**config.mk**
```make
export PLATFORM = sky130hd
export DESIGN_NAME = card_detect_global_ctrl
export DESIGN_NICKNAME = d
export VERILOG_FILES = /design/src/card_detect_pkg.sv /design/src/socket_ctrl_if.sv /design/src/card_detect_global_ctrl.sv /design/src/socket_detect_slice.sv
export VERILOG_INCLUDE_DIRS = /design/src
export SDC_FILE = /design/constraint.sdc
export NUM_CORES = 1
export LEC_CHECK = 0
export ABC_AREA = 0
export ABC_CLOCK_PERIOD_IN_PS = 2700
export BUFFER_PORTS_ARGS = -buffer_cell sky130_fd_sc_hd__buf_2
export CAP_MARGIN = 0
export CORE_AREA = 3 3 62 64
export DETAILED_ROUTE_END_ITERATION = 16
export DIE_AREA = 0 0 65 67
export GPL_TIMING_DRIVEN = 0
export PLACE_DENSITY = 0.8
export SETUP_SLACK_MARGIN = 0.4
export SYNTH_ARGS = -nofsm -noshare
export SYNTH_HDL_FRONTEND = slang
export SYNTH_SLANG_ARGS = --single-unit
```
**constraint.sdc**
```tcl
create_clock -name ref_clk_i -period 2.7 [get_ports ref_clk_i]
set_input_delay 0 -clock ref_clk_i [delete_from_list [all_inputs] [get_ports ref_clk_i]]
set_output_delay 0 -clock ref_clk_i [all_outputs]
set_load 0.02 [all_outputs]
```
**src/card_detect_regs.svh**
```systemverilog
// register offsets, field positions, reset values for the card detect / global control bank
// included by the checker and design files; byte-wide register port
`ifndef CARD_DETECT_REGS_SVH
`define CARD_DETECT_REGS_SVH
`define CDGC_OFFSET_A      8'h16
`define CDGC_OFFSET_B      8'h56
`define GLOBAL_OFFSET_A    8'h1E
`define GLOBAL_OFFSET_B    8'h5E
`define CDGC_SENSE_TWO_BIT 7
`define CDGC_SENSE_ONE_BIT 6
`define CDGC_SW_EVENT_BIT  5
`define CDGC_WAKE_BIT      4
`define CDGC_REMOVAL_BIT   1
`define GC_IRQ_B_BIT       4
`define GC_IRQ_A_BIT       3
`define GC_FLAG_CLEAR_BIT  2
`define GC_CSC_STYLE_BIT   1
`define GC_POWER_DOWN_BIT  0
`define GC_WRITE_MASK      8'h1F
`define CDGC_WRITE_MASK    8'h12
`define GC_RESET           8'h00
`define CDGC_RESET         8'h00
`endif

```
**src/card_detect_pkg.sv**
```systemverilog
// types shared by the card detect bank files
// constants live in card_detect_regs.svh
package card_detect_pkg;
	typedef enum logic {IRQ_EDGE, IRQ_LEVEL} irq_style_t;
	typedef enum logic {CLEAR_ON_READ, CLEAR_ON_WRITE_ONE} flag_clear_style_t;
endpackage

```
**src/socket_ctrl_if.sv**
```systemverilog
// per-socket control bundle between the bank top and each socket slice
// single clock domain
`timescale 1ns/1ps
`default_nettype none
interface socket_ctrl_if;
	logic [7:0] wdata;
	logic       wr_strobe;
	logic       csc_cleared;
	logic       detect_change;
	logic       removal;
	logic       irq_enable;
	logic [7:0] rdata;
	logic       sw_event;
	logic       ring_low;
	logic       reset_regs;
	modport top   (output wdata, wr_strobe, csc_cleared, detect_change, removal, irq_enable,
	               input rdata, sw_event, ring_low, reset_regs);
	modport slice (input wdata, wr_strobe, csc_cleared, detect_change, removal, irq_enable,
	               output rdata, sw_event, ring_low, reset_regs);
endinterface
`default_nettype wire

```
**src/card_detect_global_ctrl.sv**
```systemverilog
// card detect and global control register bank for a dual-socket card controller
// byte register port on ref_clk_i; card pins are asynchronous and synchronised here
//
// Contract
// RULE1 - bit 7 reads live level of second voltage-sense pin
// RULE2 - bit 6 reads live level of first voltage-sense pin
// RULE3 - writing 1 to bit 5 with detect irq enabled raises status-change event
// RULE4 - with detect irq disabled, writing 1 to bit 5 does nothing
// RULE5 - software card-detect bit always reads 0
// RULE6 - wake enable set: card-detect change drives ring-indicate output low
// RULE7 - ring-indicate stays low until status-change flag is cleared
// RULE8 - bit 1 set: card removal resets that socket's registers
// RULE9 - card detect register bits 3, 2 and 0 read 0
// RULE10 - global control bits 7 to 5 read 0
// RULE11 - global control is one shared instance for both sockets
// RULE12 - global bit 4 selects edge or level host irq for socket B
// RULE13 - global bit 3 selects edge or level host irq for socket A
// RULE14 - global bit 2: clear flags on read or on write of 1
// RULE15 - global bit 1 selects edge or level status-change host irq
// RULE16 - power-down: card outputs float except during active card cycle
// RULE17 - power-down still accepts card interrupts; only access wakes interface
`timescale 1ns/1ps
`default_nettype none
`include "card_detect_regs.svh"
module card_detect_global_ctrl (
	// clock and reset
	input  wire logic       ref_clk_i,
	input  wire logic       arst_n_i,
	// register port
	input  wire logic [7:0] reg_addr_i,
	input  wire logic [7:0] reg_wdata_i,
	input  wire logic       reg_wr_i,
	input  wire logic       reg_rd_i,
	output var  logic [7:0] reg_rdata_o,
	// status-change side: detect irq enables and flag clears per socket
	input  wire logic [1:0] card_detect_irq_enable_i,
	input  wire logic [1:0] csc_cleared_i,
	// card pins, asynchronous, index 0 socket A, 1 socket B
	input  wire logic [1:0] voltage_sense_one_n_i,
	input  wire logic [1:0] voltage_sense_two_n_i,
	input  wire logic [1:0] card_detect_first_n_i,
	input  wire logic [1:0] card_detect_second_n_i,
	input  wire logic [1:0] card_irq_n_i,
	// card cycle activity from the access engine
	input  wire logic [1:0] card_cycle_active_i,
	// outputs to the status-change and host irq logic
	output logic [1:0]      software_card_detect_event_o,
	output logic [1:0]      card_status_change_event_o,
	output logic [1:0]      socket_regs_reset_o,
	output logic [1:0]      card_irq_o,
	output logic            socket_a_irq_level_o,
	output logic            socket_b_irq_level_o,
	output logic            status_change_irq_level_o,
	output logic            flag_clear_on_write_o,
	output logic [1:0]      card_outputs_enable_o,
	output logic            ring_indicate_output_n_o
);
	logic [7:0] global_reg;
	logic [7:0] global_next;
	logic [7:0] rdata_reg;
	logic [7:0] rdata_next;
	logic [1:0] sync1_vs1_reg, sync2_vs1_reg;
	logic [1:0] sync1_vs2_reg, sync2_vs2_reg;
	logic [1:0] sync1_cd1_reg, sync2_cd1_reg;
	logic [1:0] sync1_cd2_reg, sync2_cd2_reg;
	logic [1:0] sync1_irq_reg, sync2_irq_reg;
	logic [1:0] prev_cd1_reg, prev_cd2_reg;
	logic [1:0] present_reg;
	logic [1:0] detect_change;
	logic [1:0] removal;
	logic [1:0] ring_low;
	logic [1:0] cdgc_hit;
	logic [1:0] cdgc_wr;
	logic [7:0] cdgc_rdata [2];
	logic       global_hit;
	logic       power_down;
	card_detect_pkg::irq_style_t        style_a;
	card_detect_pkg::irq_style_t        style_b;
	card_detect_pkg::irq_style_t        style_csc;
	card_detect_pkg::flag_clear_style_t clear_style;

	// address decode; both socket offsets land on the single global register
	assign cdgc_hit[0] = reg_addr_i == `CDGC_OFFSET_A;
	assign cdgc_hit[1] = reg_addr_i == `CDGC_OFFSET_B;
	assign global_hit  = (reg_addr_i == `GLOBAL_OFFSET_A) || // [RULE11]
	                     (reg_addr_i == `GLOBAL_OFFSET_B);
	assign cdgc_wr     = cdgc_hit & {2{reg_wr_i}};

	// reserved top bits never stored
	assign global_next = (reg_wr_i && global_hit) ? (reg_wdata_i & `GC_WRITE_MASK) // [RULE10]
	                                              : global_reg;

	assign style_b     = card_detect_pkg::irq_style_t'(global_reg[`GC_IRQ_B_BIT]);
	assign style_a     = card_detect_pkg::irq_style_t'(global_reg[`GC_IRQ_A_BIT]);
	assign style_csc   = card_detect_pkg::irq_style_t'(global_reg[`GC_CSC_STYLE_BIT]);
	assign clear_style = card_detect_pkg::flag_clear_style_t'(global_reg[`GC_FLAG_CLEAR_BIT]);
	assign power_down  = global_reg[`GC_POWER_DOWN_BIT];

	assign socket_b_irq_level_o      = style_b == card_detect_pkg::IRQ_LEVEL; // [RULE12]
	assign socket_a_irq_level_o      = style_a == card_detect_pkg::IRQ_LEVEL; // [RULE13]
	assign status_change_irq_level_o = style_csc == card_detect_pkg::IRQ_LEVEL; // [RULE15]
	// status-change register lives elsewhere; it takes its clear style from here
	assign flag_clear_on_write_o     = clear_style == card_detect_pkg::CLEAR_ON_WRITE_ONE; // [RULE14]

	// power-down floats card outputs between active cycles
	assign card_outputs_enable_o = power_down ? card_cycle_active_i : 2'b11; // [RULE16]
	// card interrupts pass regardless of power-down
	assign card_irq_o = ~sync2_irq_reg; // [RULE17]

	// either detect pin moving counts as a change; both high means no card
	assign detect_change = (sync2_cd1_reg ^ prev_cd1_reg) | (sync2_cd2_reg ^ prev_cd2_reg);
	assign removal       = present_reg & (sync2_cd1_reg | sync2_cd2_reg);
	assign card_status_change_event_o = detect_change;

	// any socket waking pulls the shared ring line low
	assign ring_indicate_output_n_o = ~(|ring_low); // [RULE6] [RULE7]

	assign rdata_next = !reg_rd_i   ? rdata_reg :
	                    cdgc_hit[0] ? cdgc_rdata[0] :
	                    cdgc_hit[1] ? cdgc_rdata[1] :
	                    global_hit  ? global_reg : 8'h00;
	assign reg_rdata_o = rdata_reg;

	genvar s;
	generate
		for (s = 0; s < 2; s++) begin : g_socket
			socket_ctrl_if ctl ();

			assign ctl.wdata         = reg_wdata_i;
			assign ctl.wr_strobe     = cdgc_wr[s];
			assign ctl.csc_cleared   = csc_cleared_i[s];
			assign ctl.detect_change = detect_change[s];
			assign ctl.removal       = removal[s];
			assign ctl.irq_enable    = card_detect_irq_enable_i[s];
			assign cdgc_rdata[s]     = ctl.rdata;
			assign software_card_detect_event_o[s] = ctl.sw_event; // [RULE3]
			assign ring_low[s]       = ctl.ring_low;
			assign socket_regs_reset_o[s] = ctl.reset_regs; // [RULE8]

			socket_detect_slice u_slice (
				.ref_clk_i         (ref_clk_i),
				.arst_n_i          (arst_n_i),
				// status bits report the pin level itself, high pin reads 1
				.sense_one_level_i (sync2_vs1_reg[s]), // [RULE2]
				.sense_two_level_i (sync2_vs2_reg[s]), // [RULE1]
				.ctl               (ctl)
			);
		end
	endgenerate

	// two-flop synchronisers; only the second stage is read
	always_ff @(posedge ref_clk_i or negedge arst_n_i) begin
		if (!arst_n_i) begin
			sync1_vs1_reg <= 2'h3;
			sync2_vs1_reg <= 2'h3;
			sync1_vs2_reg <= 2'h3;
			sync2_vs2_reg <= 2'h3;
			sync1_cd1_reg <= 2'h3;
			sync2_cd1_reg <= 2'h3;
			sync1_cd2_reg <= 2'h3;
			sync2_cd2_reg <= 2'h3;
			sync1_irq_reg <= 2'h3;
			sync2_irq_reg <= 2'h3;
		end else begin
			sync1_vs1_reg <= voltage_sense_one_n_i;
			sync2_vs1_reg <= sync1_vs1_reg;
			sync1_vs2_reg <= voltage_sense_two_n_i;
			sync2_vs2_reg <= sync1_vs2_reg;
			sync1_cd1_reg <= card_detect_first_n_i;
			sync2_cd1_reg <= sync1_cd1_reg;
			sync1_cd2_reg <= card_detect_second_n_i;
			sync2_cd2_reg <= sync1_cd2_reg;
			sync1_irq_reg <= card_irq_n_i;
			sync2_irq_reg <= sync1_irq_reg;
		end
	end

	// reset assumes empty sockets so a card present at start shows as a change
	always_ff @(posedge ref_clk_i or negedge arst_n_i) begin
		if (!arst_n_i) begin
			prev_cd1_reg <= 2'h3;
			prev_cd2_reg <= 2'h3;
			present_reg  <= 2'h0;
			global_reg   <= `GC_RESET;
			rdata_reg    <= 8'h00;
		end else begin
			prev_cd1_reg <= sync2_cd1_reg;
			prev_cd2_reg <= sync2_cd2_reg;
			present_reg  <= ~sync2_cd1_reg & ~sync2_cd2_reg;
			global_reg   <= global_next;
			rdata_reg    <= rdata_next;
		end
	end
endmodule
`default_nettype wire

```
**src/socket_detect_slice.sv**
```systemverilog
// one socket's card detect and general control register plus wake latch
// synchronised sense levels and detect events supplied by the top
`timescale 1ns/1ps
`default_nettype none
`include "card_detect_regs.svh"
module socket_detect_slice (
	// clock and reset
	input  wire logic          ref_clk_i,
	input  wire logic          arst_n_i,
	// synchronised sense pins
	input  wire logic          sense_one_level_i,
	input  wire logic          sense_two_level_i,
	// control bundle
	socket_ctrl_if.slice       ctl
);
	logic [7:0] ctrl_reg;
	logic [7:0] ctrl_next;
	logic       ring_low_reg;
	logic       ring_low_next;
	logic       wake_en;
	logic       sw_write;

	assign wake_en  = ctrl_reg[`CDGC_WAKE_BIT];
	assign sw_write = ctl.wr_strobe && ctl.wdata[`CDGC_SW_EVENT_BIT];
	// event only when detect irq enabled, otherwise write of 1 is dropped
	assign ctl.sw_event   = sw_write && ctl.irq_enable; // [RULE3] [RULE4]
	assign ctl.reset_regs = ctl.removal && ctrl_reg[`CDGC_REMOVAL_BIT]; // [RULE8]
	assign ctrl_next = ctl.reset_regs ? `CDGC_RESET :
	                   ctl.wr_strobe ? (ctl.wdata & `CDGC_WRITE_MASK) : ctrl_reg;
	// a fresh change wins over a same-cycle clear so no wake is lost
	assign ring_low_next = (wake_en && ctl.detect_change) ? 1'b1 : // [RULE6]
	                       ctl.csc_cleared ? 1'b0 : ring_low_reg; // [RULE7]
	assign ctl.ring_low = ring_low_reg;
	// sense bits live, sw event bit and reserved bits read zero
	assign ctl.rdata = {sense_two_level_i, sense_one_level_i, 1'b0, // [RULE1] [RULE2] [RULE5]
	                    ctrl_reg[`CDGC_WAKE_BIT], 2'b00, ctrl_reg[`CDGC_REMOVAL_BIT], 1'b0}; // [RULE9]

	always_ff @(posedge ref_clk_i or negedge arst_n_i) begin
		if (!arst_n_i) begin
			ctrl_reg     <= `CDGC_RESET;
			ring_low_reg <= 1'b0;
		end else begin
			ctrl_reg     <= ctrl_next;
			ring_low_reg <= ring_low_next;
		end
	end
endmodule
`default_nettype wire
```
==> impl_metrics.py <==
metrics = {
    "sta": {
        "min_period_over_period": 0.601,
        "skew_ps": 8.04,
        "clock.fmax_ghz": 0.616,
        "setup_viol": 0,
        "maxSlewViolCount": 0,
        "hold_viol_final": 0,
        "rsz0062_at_grt": "false",
        "max-slew-margin-rel": 0.395,
        "setup_tns_ps": 0,
        "period_needed_ps": 1620,
        "worst_pin_slew_ps": 908,
    },
    "critical_path": {
        "criticalPathCategory": "in -> out",
        "rr_endpoint": "g_socket[1].u_slice.ctl.ring_low",
        "cp.required_ps": 2700,
        "cp_max_fo": 4,
        "crit_slowest_cell": "dlygate4sd3_1",
        "regToRegSetupSlack_ps": 1590,
        "path_common_cell": "buf_2",
        "critPathArrivalTime_ps": 1620,
        "path_delay_family": "buffers and inverters",
        "slowest_delay_ps": 530,
        "cp_cell_sequence": "dlygate4sd3_1, buf_2, nor3b_2, nand2_1, nor4_1, buf_4, buf_2",
        "critPathLaunchType": "primary input",
        "r2r_start": "sync2_cd2_reg[1]",
        "worstRegToRegCells": 3,
        "crit_buf_inv": 4,
        "end_kind": "primary output",
    },
    "global_routing": {
        "grt_antenna_before_repair": 0,
        "grt_overflow_total": 0,
        "grt_pass1_wl_mm": 5.35,
        "grt_max_degree": 45,
        "grt_pass1_vias": 1256,
        "grt_usage": 0.164,
    },
    "yosys": {
        "synth-compound-area-share": 0.0441,
        "syn_nets": 167,
        "synthTopCellsByArea": "dfstp_2 (36%), dfrtp_1 (29%), mux2_4 (4.3%)",
        "yosysTopAreaCellShare": 0.365,
        "synth-simple-area-share": 0.109,
        "synthFlopType": "dfstp_2",
        "yosys-top-cells-count": "dfstp_2 (24), dfrtp_1 (20), nand2_1 (19)",
        "yosysTopAreaCell": "dfstp_2",
        "post_synth.cell_area_avg_um2": 13.2,
        "ys_types": 25,
        "synth-edff-count": 0,
        "yosys_warnings": 0,
        "ys_seq_area_frac": 0.654,
        "synth_top_family_by_area": "simple AND/OR/NAND/NOR gates",
        "synth_most_common_cell": "dfstp_2",
        "synth_area_um2": 1730,
        "synthMuxAreaShare": 0.104,
        "synth_seq_cells": 44,
        "synth_fa_ha_area_frac": 0,
        "synthCells": 131,
        "async_flop_share": 1.00,
        "synth_xor_area_frac": 0.0203,
    },
    "floorplanning": {
        "die_h_um": 67,
        "pin_count": 59,
        "dieArea_um2": 4360,
        "die_w_um": 65,
        "initial_core_util": 0.518,
        "coreArea_um2": 3340,
        "row_count": 21,
    },
    "detailed_routing": {
        "detail-route-antenna-nets": 0,
        "drtPass1Iterations": 3,
        "dr_wl_met3_um": 290,
        "dr_wl_met2_mm": 1.59,
        "maxUsedRoutingLayer": "met4",
        "vias": 1218,
        "drc": 0,
        "wl_met1_mm": 1.33,
        "wl_per_cell_um": 12.6,
        "viasPerCell": 4.68,
        "drt_wl_total_mm": 3.27,
        "drt-initial-drc-count": 69,
    },
    "clocking": {
        "htreeDepth": 2,
        "clk_pin_slew_ps": 130,
        "cts_hold_buf": 21,
        "root_buffer": "clkbuf_4",
        "cts_setup_buffers": 0,
        "clock_latency_ps": 360,
        "clkSinkCount": 44,
        "cts_tree": "yes",
        "cts.path.max_buffers": 2,
        "cts_made_buffers": 5,
        "post_cts_resized": 0,
    },
    "power": {
        "leakagePower_nw": 1.17,
        "power.density_nw_per_um2": 524,
        "ir_drop_mv": 0.481,
        "total_power_mw": 1.22,
    },
    "cells_and_area": {
        "largest_reg_flops": 7,
        "drive_above_1_share": 0.500,
        "final_nets": 249,
        "synthToLayoutAreaGrowth_pct": 34.8,
        "nFillCells": 254,
        "antenna_cells": 0,
    },
    "run": {
        "drv_cap": 0,
    },
    "hold_path": {
        "hold_class": "in -> reg",
        "hold_depth": 3,
        "hold_start": "reg_addr_i[3]",
        "worstHoldEndpoint": "reg_rdata_o[1]",
    },
    "placement": {
        "hpwl_mm": 2.31,
        "port_buffers": 54,
        "place_congestion": 0.726,
    },
    "run_status": {
        "status": "complete, no violations",
    },
}
worst register-to-register path, stage by stage (launching register included):
cell	delay, ps
dfstp_2	590
xnor2_1	120
nand2_1	110
a22o_1	190
where the power goes:
| part | switching (mW) | internal (mW) | total [mW] |
|---|---|---|---|
| combinational | 0.0770 | 0.0838 | 0.161 |
| clock | 0.221 | 0.110 | 0.331 |
| sequential | 0.0209 | 0.708 | 0.729 |
| total | 0.319 | 0.902 | 1.22 |
cell usage in the layout (no fill, tap or decap), types with 4 or more instances in the layout:
master,synthesis,layout
mux2_2,4,4
inv_1,14,14
xnor2_1,4,4
clkbuf_4,0,5
nand2_1,19,19
dfstp_2,24,24
buf_4,7,7
dlygate4sd3_1,0,21
mux2i_1,6,6
o22ai_1,7,7
mux2_4,5,5
dfrtp_1,20,20
buf_2,1,55
layout make-up:
cell class,instances,area (um^2),share of cell area
inverter,14,52.6,0.0225
timing repair buffer,75,480,0.206
buffer,9,61.3,0.0263
multi-input combinational,64,484,0.208
tap,46,57.6,0.0247
sequential,44,1130,0.485
clock buffer,5,37.5,0.0161
clock inverter,3,26.3,0.0113
cell families after synthesis:
kind of cell | count (synthesis)
mux | 15
compound gates | 11
buf+inv | 23
simple gates | 33
flops | 44
other cells | 1
xor+xnor | 4
how the worst max path moves through the flow:
| stage | start | to | slack, ps | cells after the start |
|---|---|---|---|---|
| 4_1_cts | reg_addr_i[1] | software_card_detect_event_o[0] | 1110 | 7 |
| 5_1_grt | reg_addr_i[1] | software_card_detect_event_o[0] | 970 | 7 |
| 3_3_place_gp | reg_addr_i[5] | software_card_detect_event_o[0] | 1560 | 6 |
| 6_report | reg_addr_i[1] | software_card_detect_event_o[0] | 1080 | 7 |
| 2_1_floorplan | sync2_cd1_reg[0] | g_socket[0].u_slice.ctl.ring_low | 1700 | 3 |
| 3_5_place_dp | reg_addr_i[5] | software_card_detect_event_o[0] | 1520 | 6 |
metal layers:
metal,vias to the layer above,global-route usage
li1,591,-
met1,569,0.178
met2,50,0.292
met3,8,0.0607
met4,0,0.0607
met5,-,0
through the flow:
step | cell area [um^2] | cells | util | setup WS, ps | hold WS (ps)
3_5_place_dp | 2060 | 231 | 0.616 | 1520 | 106
6_report | 2330 | 260 | 0.699 | 1080 | 35.3
5_1_grt | 2330 | 260 | 0.699 | 971 | 37.1
2_1_floorplan | 1730 | 131 | - | 1700 | -296
3_3_place_gp | 2060 | 231 | 0.616 | 1560 | 105
4_1_cts | 2330 | 260 | 0.699 | 1110 | 7.58
Power figures use the tool's default switching activity.
